**config.mk**
```make
export PLATFORM = sky130hd
export DESIGN_NAME = mgd_reg_bank
export DESIGN_NICKNAME = d
export VERILOG_FILES = /design/src/common/mgd_pkg.sv /design/src/rtl/mgd_reg_bank.sv
export VERILOG_INCLUDE_DIRS = /design/src /design/src/common
export SDC_FILE = /design/constraint.sdc
export NUM_CORES = 1
export LEC_CHECK = 0
export BUFFER_PORTS_ARGS = -buffer_cell sky130_fd_sc_hd__buf_2
export CORE_ASPECT_RATIO = 1.2
export CORE_MARGIN = 2
export CORE_UTILIZATION = 55
export DETAILED_ROUTE_END_ITERATION = 7
export MAX_ROUTING_LAYER = met4
export PLACE_DENSITY = 0.85
export REMOVE_ABC_BUFFERS = 1
export SYNTH_ARGS = -nofsm -noshare
export SYNTH_HDL_FRONTEND = slang
export SYNTH_SLANG_ARGS = --single-unit
```
**constraint.sdc**
```tcl
create_clock -name sys_clk -period 2.66 [get_ports sys_clk]
set_input_delay 0.399 -clock sys_clk [delete_from_list [all_inputs] [get_ports sys_clk]]
set_output_delay 0.399 -clock sys_clk [all_outputs]
set_load 0.05 [all_outputs]
```
**src/common/mgd_map.svh**
```systemverilog
// Register offsets, field positions, defaults and timing for the register bank
`ifndef MGD_MAP_SVH
`define MGD_MAP_SVH
`define MGD_ADDR_WARN 4'h1
`define MGD_ADDR_DSF 4'h2
`define MGD_ADDR_CHIP 4'h3
`define MGD_ADDR_GSF 4'h4
`define MGD_ADDR_HS 4'h5
`define MGD_ADDR_LS 4'h6
`define MGD_ADDR_TIMING 4'h7
`define MGD_ADDR_RSVD 4'h8
`define MGD_ADDR_OPER 4'h9
`define MGD_ADDR_AMP 4'hA
`define MGD_ADDR_REG 4'hB
`define MGD_ADDR_DSSENSE 4'hC
`define MGD_FRAME_BITS 5'h10
`define MGD_RW_POS 15
`define MGD_WARN_CLASS_POS 10
`define MGD_WARN_DSOR_POS 5
`define MGD_OPER_CLR_POS 1
`define MGD_OPER_SLEEP_POS 2
`define MGD_MASK_HS 11'h3FF
`define MGD_MASK_TIMING 11'h3FF
`define MGD_MASK_OPER 11'h7FF
`define MGD_MASK_AMP 11'h7FF
`define MGD_MASK_REG 11'h31F
`define MGD_MASK_DSSENSE 11'h0FF
`define MGD_MASK_WARN 11'h5DF
`define MGD_MASK_DSF 11'h7E7
`define MGD_MASK_CHIP 11'h777
`define MGD_MASK_GSF 11'h7E0
`define MGD_DEF_HS 11'h0344
`define MGD_DEF_LS 11'h0344
`define MGD_DEF_TIMING 11'h0216
`define MGD_DEF_OPER 11'h0020
`define MGD_DEF_AMP 11'h0000
`define MGD_DEF_REG 11'h010A
`define MGD_DEF_DSSENSE 11'h00C8
`define MGD_GAP_NS 500
`define MGD_CLK_NS 10
`define MGD_GAP_CYC ((`MGD_GAP_NS + `MGD_CLK_NS - 1) / `MGD_CLK_NS)
`endif

```
**src/common/mgd_pkg.sv**
```systemverilog
// Types shared by the register bank
package mgd_pkg;
   typedef enum logic [1:0] {
      MGD_IDLE,
      MGD_SHIFT,
      MGD_DONE
   } mgd_state_t;
endpackage

```
**src/rtl/mgd_reg_bank.sv**
```systemverilog
// Serial register bank of a three-phase gate driver
//
// Operation
// - top frame bit 0 writes, 1 reads
// - on read, shift addressed register out D10 first in same frame
// - writes to status registers change nothing, except that a warning register write clears it as a read does
// - status register access services the watchdog
// - control registers readable, not cleared by read or gate-enable
// - control registers take defaults at power-up
// - control registers take defaults on entering sleep
// - warning bit 10 shows warning (0) or latched fault (1)
// - warning bit 5 is live OR of drain-source fault bits
// - warning register carries temperature, supply and pump flags
// - register 2 holds drain-source faults and sense overcurrent
// - register 3 holds chip fault bits
// - register 4 holds gate-source faults, low bits reserved
// - registers 5 and 6 hold drive time and current codes
// - register 7 holds freewheel, mode, dead, blank, deglitch
// - register 9 upper bits hold protection and watchdog options
// - register 9 lower bits hold watchdog, sleep, clear, threshold
// - register A holds amplifier calibration, blanking, gains
// - register B holds reference, sleep delay, regulator fields
// - register C holds trip level and protect mode
// - frames are 16 bits; other lengths modify nothing
// - write frame returns previous register contents
// - writing clear-latched-faults clears latched faults
// - warning bit clears on read only once condition is gone
`timescale 1ns/1ps
`include "mgd_map.svh"
module mgd_reg_bank #(
   parameter int DATA_W = 11
) (
   input wire logic sys_clk,
   input wire logic reset,
   input wire logic sclk,
   input wire logic scs_n,
   input wire logic sdi,
   output logic sdo,
   output logic sdo_oe,
   input wire logic sleep_entry,
   input wire logic [DATA_W-1:0] warn_cond,
   input wire logic latched_fault,
   input wire logic [DATA_W-1:0] dsf_cond,
   input wire logic [DATA_W-1:0] chip_cond,
   input wire logic [DATA_W-1:0] gsf_cond,
   output logic clear_faults,
   output logic watchdog_kick,
   output logic sleep_request,
   output logic [DATA_W-1:0] high_side_drive_ctrl,
   output logic [DATA_W-1:0] low_side_drive_ctrl,
   output logic [DATA_W-1:0] drive_timing_ctrl,
   output logic [DATA_W-1:0] chip_operation_ctrl,
   output logic [DATA_W-1:0] amplifier_ctrl,
   output logic [DATA_W-1:0] regulator_ctrl,
   output logic [DATA_W-1:0] drain_source_sense_ctrl
);
   initial begin
      if (DATA_W != 11) begin
         $error("mgd_reg_bank supports DATA_W of 11 only");
      end
   end

   mgd_pkg::mgd_state_t state_q;
   logic sclk_q;
   logic [15:0] shin_q;
   logic [DATA_W-1:0] shout_q;
   logic [4:0] count_q;
   logic [3:0] addr_q;
   logic [DATA_W-1:0] hs_q, ls_q, tim_q, oper_q, amp_q, reg_q, dss_q;
   logic [DATA_W-1:0] warn_q, dsf_q, chip_q, gsf_q;
   logic [DATA_W-1:0] warn_view;
   logic [DATA_W-1:0] sel_data;
   logic rise, fall, frame_end, frame_ok, wr_ok, rd_warn;
   logic [3:0] frame_addr;

   assign rise = sclk && !sclk_q;
   assign fall = !sclk && sclk_q;
   assign frame_end = (state_q == mgd_pkg::MGD_SHIFT) && scs_n;
   assign frame_ok = frame_end && (count_q == `MGD_FRAME_BITS);
   assign frame_addr = shin_q[14:11];
   assign wr_ok = frame_ok && !shin_q[`MGD_RW_POS];
   assign rd_warn = frame_ok && (frame_addr == `MGD_ADDR_WARN);

   // live OR of six drain-source bits
   always_comb begin
      warn_view = warn_q & `MGD_MASK_WARN;
      warn_view[`MGD_WARN_CLASS_POS] = latched_fault;
      warn_view[`MGD_WARN_DSOR_POS] = |dsf_cond[10:5];
   end

   always_comb begin
      unique case (addr_q)
         `MGD_ADDR_WARN: sel_data = warn_view;
         `MGD_ADDR_DSF: sel_data = dsf_q & `MGD_MASK_DSF;
         `MGD_ADDR_CHIP: sel_data = chip_q & `MGD_MASK_CHIP;
         `MGD_ADDR_GSF: sel_data = gsf_q & `MGD_MASK_GSF;
         `MGD_ADDR_HS: sel_data = hs_q;
         `MGD_ADDR_LS: sel_data = ls_q;
         `MGD_ADDR_TIMING: sel_data = tim_q;
         `MGD_ADDR_OPER: sel_data = oper_q;
         `MGD_ADDR_AMP: sel_data = amp_q;
         `MGD_ADDR_REG: sel_data = reg_q;
         `MGD_ADDR_DSSENSE: sel_data = dss_q;
         default: sel_data = '0;
      endcase
   end

   always_ff @(posedge sys_clk) begin
      if (reset) begin
         sclk_q <= 1'b0;
      end else begin
         sclk_q <= sclk;
      end
   end

   // Frame sequencing
   always_ff @(posedge sys_clk) begin
      if (reset) begin
         state_q <= mgd_pkg::MGD_IDLE;
         count_q <= 5'h0;
         shin_q <= 16'h0000;
      end else begin
         unique case (state_q)
            mgd_pkg::MGD_IDLE: begin
               if (!scs_n) begin
                  state_q <= mgd_pkg::MGD_SHIFT;
                  count_q <= 5'h0;
               end
            end
            mgd_pkg::MGD_SHIFT: begin
               if (scs_n) begin
                  state_q <= mgd_pkg::MGD_DONE;
               end else if (fall) begin
                  shin_q <= {shin_q[14:0], sdi};
                  if (count_q != 5'h1F) begin
                     count_q <= count_q + 5'h1;
                  end
               end
            end
            mgd_pkg::MGD_DONE: state_q <= mgd_pkg::MGD_IDLE;
         endcase
      end
   end

   // Address captured after five bits; response loaded then
   always_ff @(posedge sys_clk) begin
      if (reset) begin
         addr_q <= 4'h0;
         shout_q <= '0;
      end else if (state_q == mgd_pkg::MGD_SHIFT && !scs_n) begin
         if (fall && count_q == 5'h4) begin
            addr_q <= {shin_q[2:0], sdi};
         end else if (count_q == 5'h5 && rise) begin
            shout_q <= sel_data;
         end else if (rise && count_q > 5'h5) begin
            shout_q <= {shout_q[DATA_W-2:0], 1'b0};
         end
      end
   end

   always_comb begin
      sdo_oe = !scs_n;
      if (state_q == mgd_pkg::MGD_SHIFT && count_q == 5'h5 && sclk) begin
         sdo = sel_data[DATA_W-1];
      end else if (state_q == mgd_pkg::MGD_SHIFT && count_q > 5'h5) begin
         sdo = shout_q[DATA_W-1];
      end else begin
         sdo = 1'b0;
      end
   end

   // no clear on read or gate-enable
   always_ff @(posedge sys_clk) begin
      if (reset || sleep_entry) begin
         hs_q <= `MGD_DEF_HS;
         ls_q <= `MGD_DEF_LS;
         tim_q <= `MGD_DEF_TIMING;
         oper_q <= `MGD_DEF_OPER;
         amp_q <= `MGD_DEF_AMP;
         reg_q <= `MGD_DEF_REG;
         dss_q <= `MGD_DEF_DSSENSE;
      end else begin
         oper_q[`MGD_OPER_CLR_POS] <= 1'b0;
         if (wr_ok) begin
            unique case (frame_addr)
               `MGD_ADDR_HS: hs_q <= shin_q[10:0] & `MGD_MASK_HS;
               `MGD_ADDR_LS: ls_q <= shin_q[10:0] & `MGD_MASK_HS;
               `MGD_ADDR_TIMING: tim_q <= shin_q[10:0] & `MGD_MASK_TIMING;
               `MGD_ADDR_OPER: oper_q <= shin_q[10:0] & `MGD_MASK_OPER;
               `MGD_ADDR_AMP: amp_q <= shin_q[10:0] & `MGD_MASK_AMP;
               `MGD_ADDR_REG: reg_q <= shin_q[10:0] & `MGD_MASK_REG;
               `MGD_ADDR_DSSENSE: dss_q <= shin_q[10:0] & `MGD_MASK_DSSENSE;
               default: ;
            endcase
         end
      end
   end

   // read clears only if condition gone; set wins
   always_ff @(posedge sys_clk) begin
      if (reset) begin
         warn_q <= '0;
      end else if (rd_warn) begin
         warn_q <= warn_cond;
      end else begin
         warn_q <= warn_q | warn_cond;
      end
   end

   always_ff @(posedge sys_clk) begin
      if (reset || clear_faults) begin
         dsf_q <= '0;
         chip_q <= '0;
         gsf_q <= '0;
      end else begin
         dsf_q <= dsf_q | dsf_cond;
         chip_q <= chip_q | chip_cond;
         gsf_q <= gsf_q | gsf_cond;
      end
   end

   always_ff @(posedge sys_clk) begin
      if (reset) begin
         watchdog_kick <= 1'b0;
      end else begin
         watchdog_kick <= frame_ok && frame_addr >= `MGD_ADDR_WARN
            && frame_addr <= `MGD_ADDR_GSF;
      end
   end

   assign clear_faults = oper_q[`MGD_OPER_CLR_POS];
   assign sleep_request = oper_q[`MGD_OPER_SLEEP_POS];
   assign high_side_drive_ctrl = hs_q;
   assign low_side_drive_ctrl = ls_q;
   assign drive_timing_ctrl = tim_q;
   assign chip_operation_ctrl = oper_q;
   assign amplifier_ctrl = amp_q;
   assign regulator_ctrl = reg_q;
   assign drain_source_sense_ctrl = dss_q;
endmodule

```
==> flow_metrics.py <==
metrics = {
    "routing": {
        "viasPerCell": 6.088,
        "firstDrtPassIters": 6,
        "wl_met3_mm": 1.758,
        "num_vias": 6058,
        "highest_layer": "met4",
        "drt_iter0_markers": 611,
        "avgRoutedWirePerCell_um": 19.85,
        "drc": 0,
        "wl_met2_mm": 9.582,
        "drt-met1-wl_mm": 7.446,
        "wl_mm": 19.75,
        "ant_nets": 0,
    },
    "timing": {
        "layout_min_cycle_time_ns": 2.497,
        "fin_skew_ns": 0.007136,
        "fmax_ghz": 0.4004,
        "rsz0062_at_grt": "no",
        "slew_headroom_pct": 53.19,
        "fin_hold_ws_ns": 0.1709,
        "tns_ns": 0,
        "slew_viol_final": 0,
        "layout_worst_path_cycle_share_pct": 93.88,
        "finalSetupViolCount": 0,
        "final_hold_viol_count": 0,
        "tightest_slew_ns": 0.7001,
        "setup_ws_ns": 0.1627,
    },
    "cells_and_area": {
        "multi_input_area_um2": 3149,
        "drive_gt1_share_pct": 22.50,
        "area_growth_pct": 20.71,
        "register_area_um2": 2786,
        "nets": 884,
        "nFillCells": 871,
        "finalNonFillerCells": 995,
    },
    "cts": {
        "htree_levels": 4,
        "path_clk_slew_ns": 0.06,
        "cts_hold_buffers": 0,
        "clkSinkCount": 139,
        "cts_tree": "built",
        "cts_root_buffer": "clkbuf_16",
        "clkLatencyLatePin_ns": 0.42,
        "cts_buffer_depth": 2,
        "cts-buffers-inserted": 17,
        "postCtsSetupBuffers": 0,
    },
    "synth": {
        "yosysWarnings": 0,
        "syn_inst": 728,
        "synth_top_cell_area_share_pct": 44.37,
        "ys_seq_area_share_pct": 44.37,
        "synthTopCellsByCount": "dfxtp_1, nand2_1, a21oi_1, nor2_1, mux2i_1",
        "synth_area_um2": 6271,
        "synth_flop_cell": "dfxtp_1",
        "synth.avg_cell_area_um2": 8.614,
        "synth_edf_count": 0,
        "yosysUniqueCellTypes": 62,
        "yosys.area.top_type": "dfxtp_1",
        "synthArstFlopShare_pct": 0,
        "post-synth-top-count-cell": "dfxtp_1",
        "netlist_top_cells_area": "dfxtp_1, mux2i_1, nand2_1",
        "synth_seq_cells": 139,
    },
    "power_and_ir_drop": {
        "power_frac_comb_pct": 4.9,
        "ir_drop_uv": 493.5,
        "power_density_nw_per_um2": 641.1,
        "clkPwrFrac_pct": 50.8,
        "internal_power_mw": 3.708,
        "p_leak_nw": 3.220,
        "power_mw": 4.853,
        "p_sw_mw": 1.145,
        "power_frac_seq_pct": 44.3,
        "switching_share_pct": 23.59,
    },
    "floorplan": {
        "die-width_um": 101.5,
        "die_h_um": 121.0,
        "dieArea_um2": 12280,
        "start_util_pct": 56.56,
        "io_pins": 133,
        "rows": 42,
        "core_area_um2": 11090,
    },
    "grt": {
        "grt-ovfl-total": 0,
        "grt_max_degree": 28,
        "antenna_found_initial": 1,
        "grt_pass1_wl_mm": 30.12,
        "grt_usage_pct": 33.34,
        "grt_pass1_vias": 5520,
    },
    "run_status": {
        "status": "completed",
    },
    "critical_path": {
        "cp-start-kind": "flop",
        "arrival_ns": 2.10,
        "crit_fanout": 10,
        "worst_ep_required_time_ns": 2.26,
        "cp-end-kind": "output port",
        "path_class": "flop to output port",
    },
    "worst_hold_path": {
        "hold_class": "input port to flop",
    },
    "place": {
        "placedCellCount": 962,
        "dp_hpwl_mm": 13.89,
        "io_buffers": 110,
        "place.gp.congestion": 0.9746,
        "dp_slack_ns": 0.3441,
    },
    "flow_run": {
        "max-cap-violations": 0,
    },
}
==> layer usage <==
layer | vias to the layer above | GRT usage (%)
met5 | - | -
met4 | 0 | 16.22
met3 | 73 | 6.970
met2 | 359 | 52.73
met1 | 2880 | 40.38
li1 | 2746 | -
==> through the flow <==
| stage | utilization, % | cell area [um2] |
|---|---|---|
| after detailed placement | 62.65 | 6947 |
| after global routing | 68.27 | 7570 |
| after CTS | 68.20 | 7562 |
| after floorplan | - | 5978 |
| after global placement | 62.65 | 6947 |
| final | 68.27 | 7570 |
==> final cells by class <==
cell class	instances	area share, %
tap	154	2.545
antenna	1	0.03306
clock inverter	14	2.446
clock buffer	18	5.669
sequential	139	36.81
inverter	13	0.6446
multi-input combinational	516	41.60
timing repair buffer	140	10.25
==> critical path, stage by stage, from the launching register on <==
cell and delay [ns]:
dfxtp_1 0.57, buf_4 0.25, nor2b_1 0.20, nand2_1 0.11, o21ai_1 0.11, a31o_2 0.18
buf_2 0.26
==> power groups by stage <==
stage | logic, mW | clock network (mW) | registers, mW
finish | 0.238 | 2.46 | 2.15
global route | 0.259 | 2.57 | 2.15
CTS | 0.234 | 2.46 | 2.15
detailed placement | 0.233 | 0 | 2.20
global placement | 0.222 | 0 | 2.19
floorplan | 0.145 | 0 | 2.19
==> state kept, by name (all words and copies together), names as in the netlist, 2 cells and up <==
register	flops
count_q	5
amplifier_ctrl	11
state_q	2
drain_source_sense_ctrl	8
addr_q	4
regulator_ctrl	7
dsf_q	9
chip_operation_ctrl	11
shout_q	11
gsf_q	6
high_side_drive_ctrl	10
warn_q	8
chip_q	9
drive_timing_ctrl	10
low_side_drive_ctrl	10
shin_q	16
==> cell usage in the layout (no fill, tap or decap), types with 5 or more instances in the layout <==
cell type,netlist,layout
dfxtp_1,139,136
nand2_1,124,124
buf_2,12,110
a21oi_1,61,61
nor2_1,50,50
mux2i_1,49,49
buf_4,12,30
nand3_1,24,24
o21a_1,24,24
clkbuf_16,0,17
a22oi_1,14,14
o21ai_0,15,14
nor2b_1,14,13
inv_1,11,11
conb_1,1,10
nor3b_1,8,8
a221oi_1,8,8
a31oi_1,7,7
nor3_1,7,7
a22o_1,6,6
nand2b_1,6,6
ha_1,6,6
and3_1,5,5
or3_1,5,5
and2_1,5,5
and3b_1,5,5
a211oi_1,5,5
inv_6,0,5
==> kinds of logic after synthesis <==
| kind of cell | synth area share (%) |
|---|---|
| AOI/OAI and AO/OA | 17.80 |
| other | 0.05980 |
| adders and majority gates | 1.197 |
| and+or+nand+nor | 21.27 |
| muxes | 8.899 |
| DFF | 44.37 |
| xor gates and xnor gates | 0.4191 |
| buffers and inverters | 5.986 |
==> final timing paths <==
check	start	endpoint	slack, ns	depth (start not counted)
worst min-delay path	chip_cond[9]	chip_q[9]$_SDFF_PP0_	0.17	2
worst max-delay path	addr_q[3]$_SDFFE_PP0P_	sdo	0.16	6
worst max register to register	count_q[1]$_SDFFE_PP0P_	drain_source_sense_ctrl[6]$_SDFFE_PP1P_	0.31	7
worst min register to register	shout_q[0]$_SDFFE_PP0P_	shout_q[0]$_SDFFE_PP0P_	0.46	2
==> timing repair <==
| action | 4_1_cts | 5_1_grt |
|---|---|---|
| resized for setup | 1 | 4 |
| gates cloned | 0 | 0 |
| endpoints found under the setup margin | 1 | 1 |
Power figures use the tool's default switching activity.
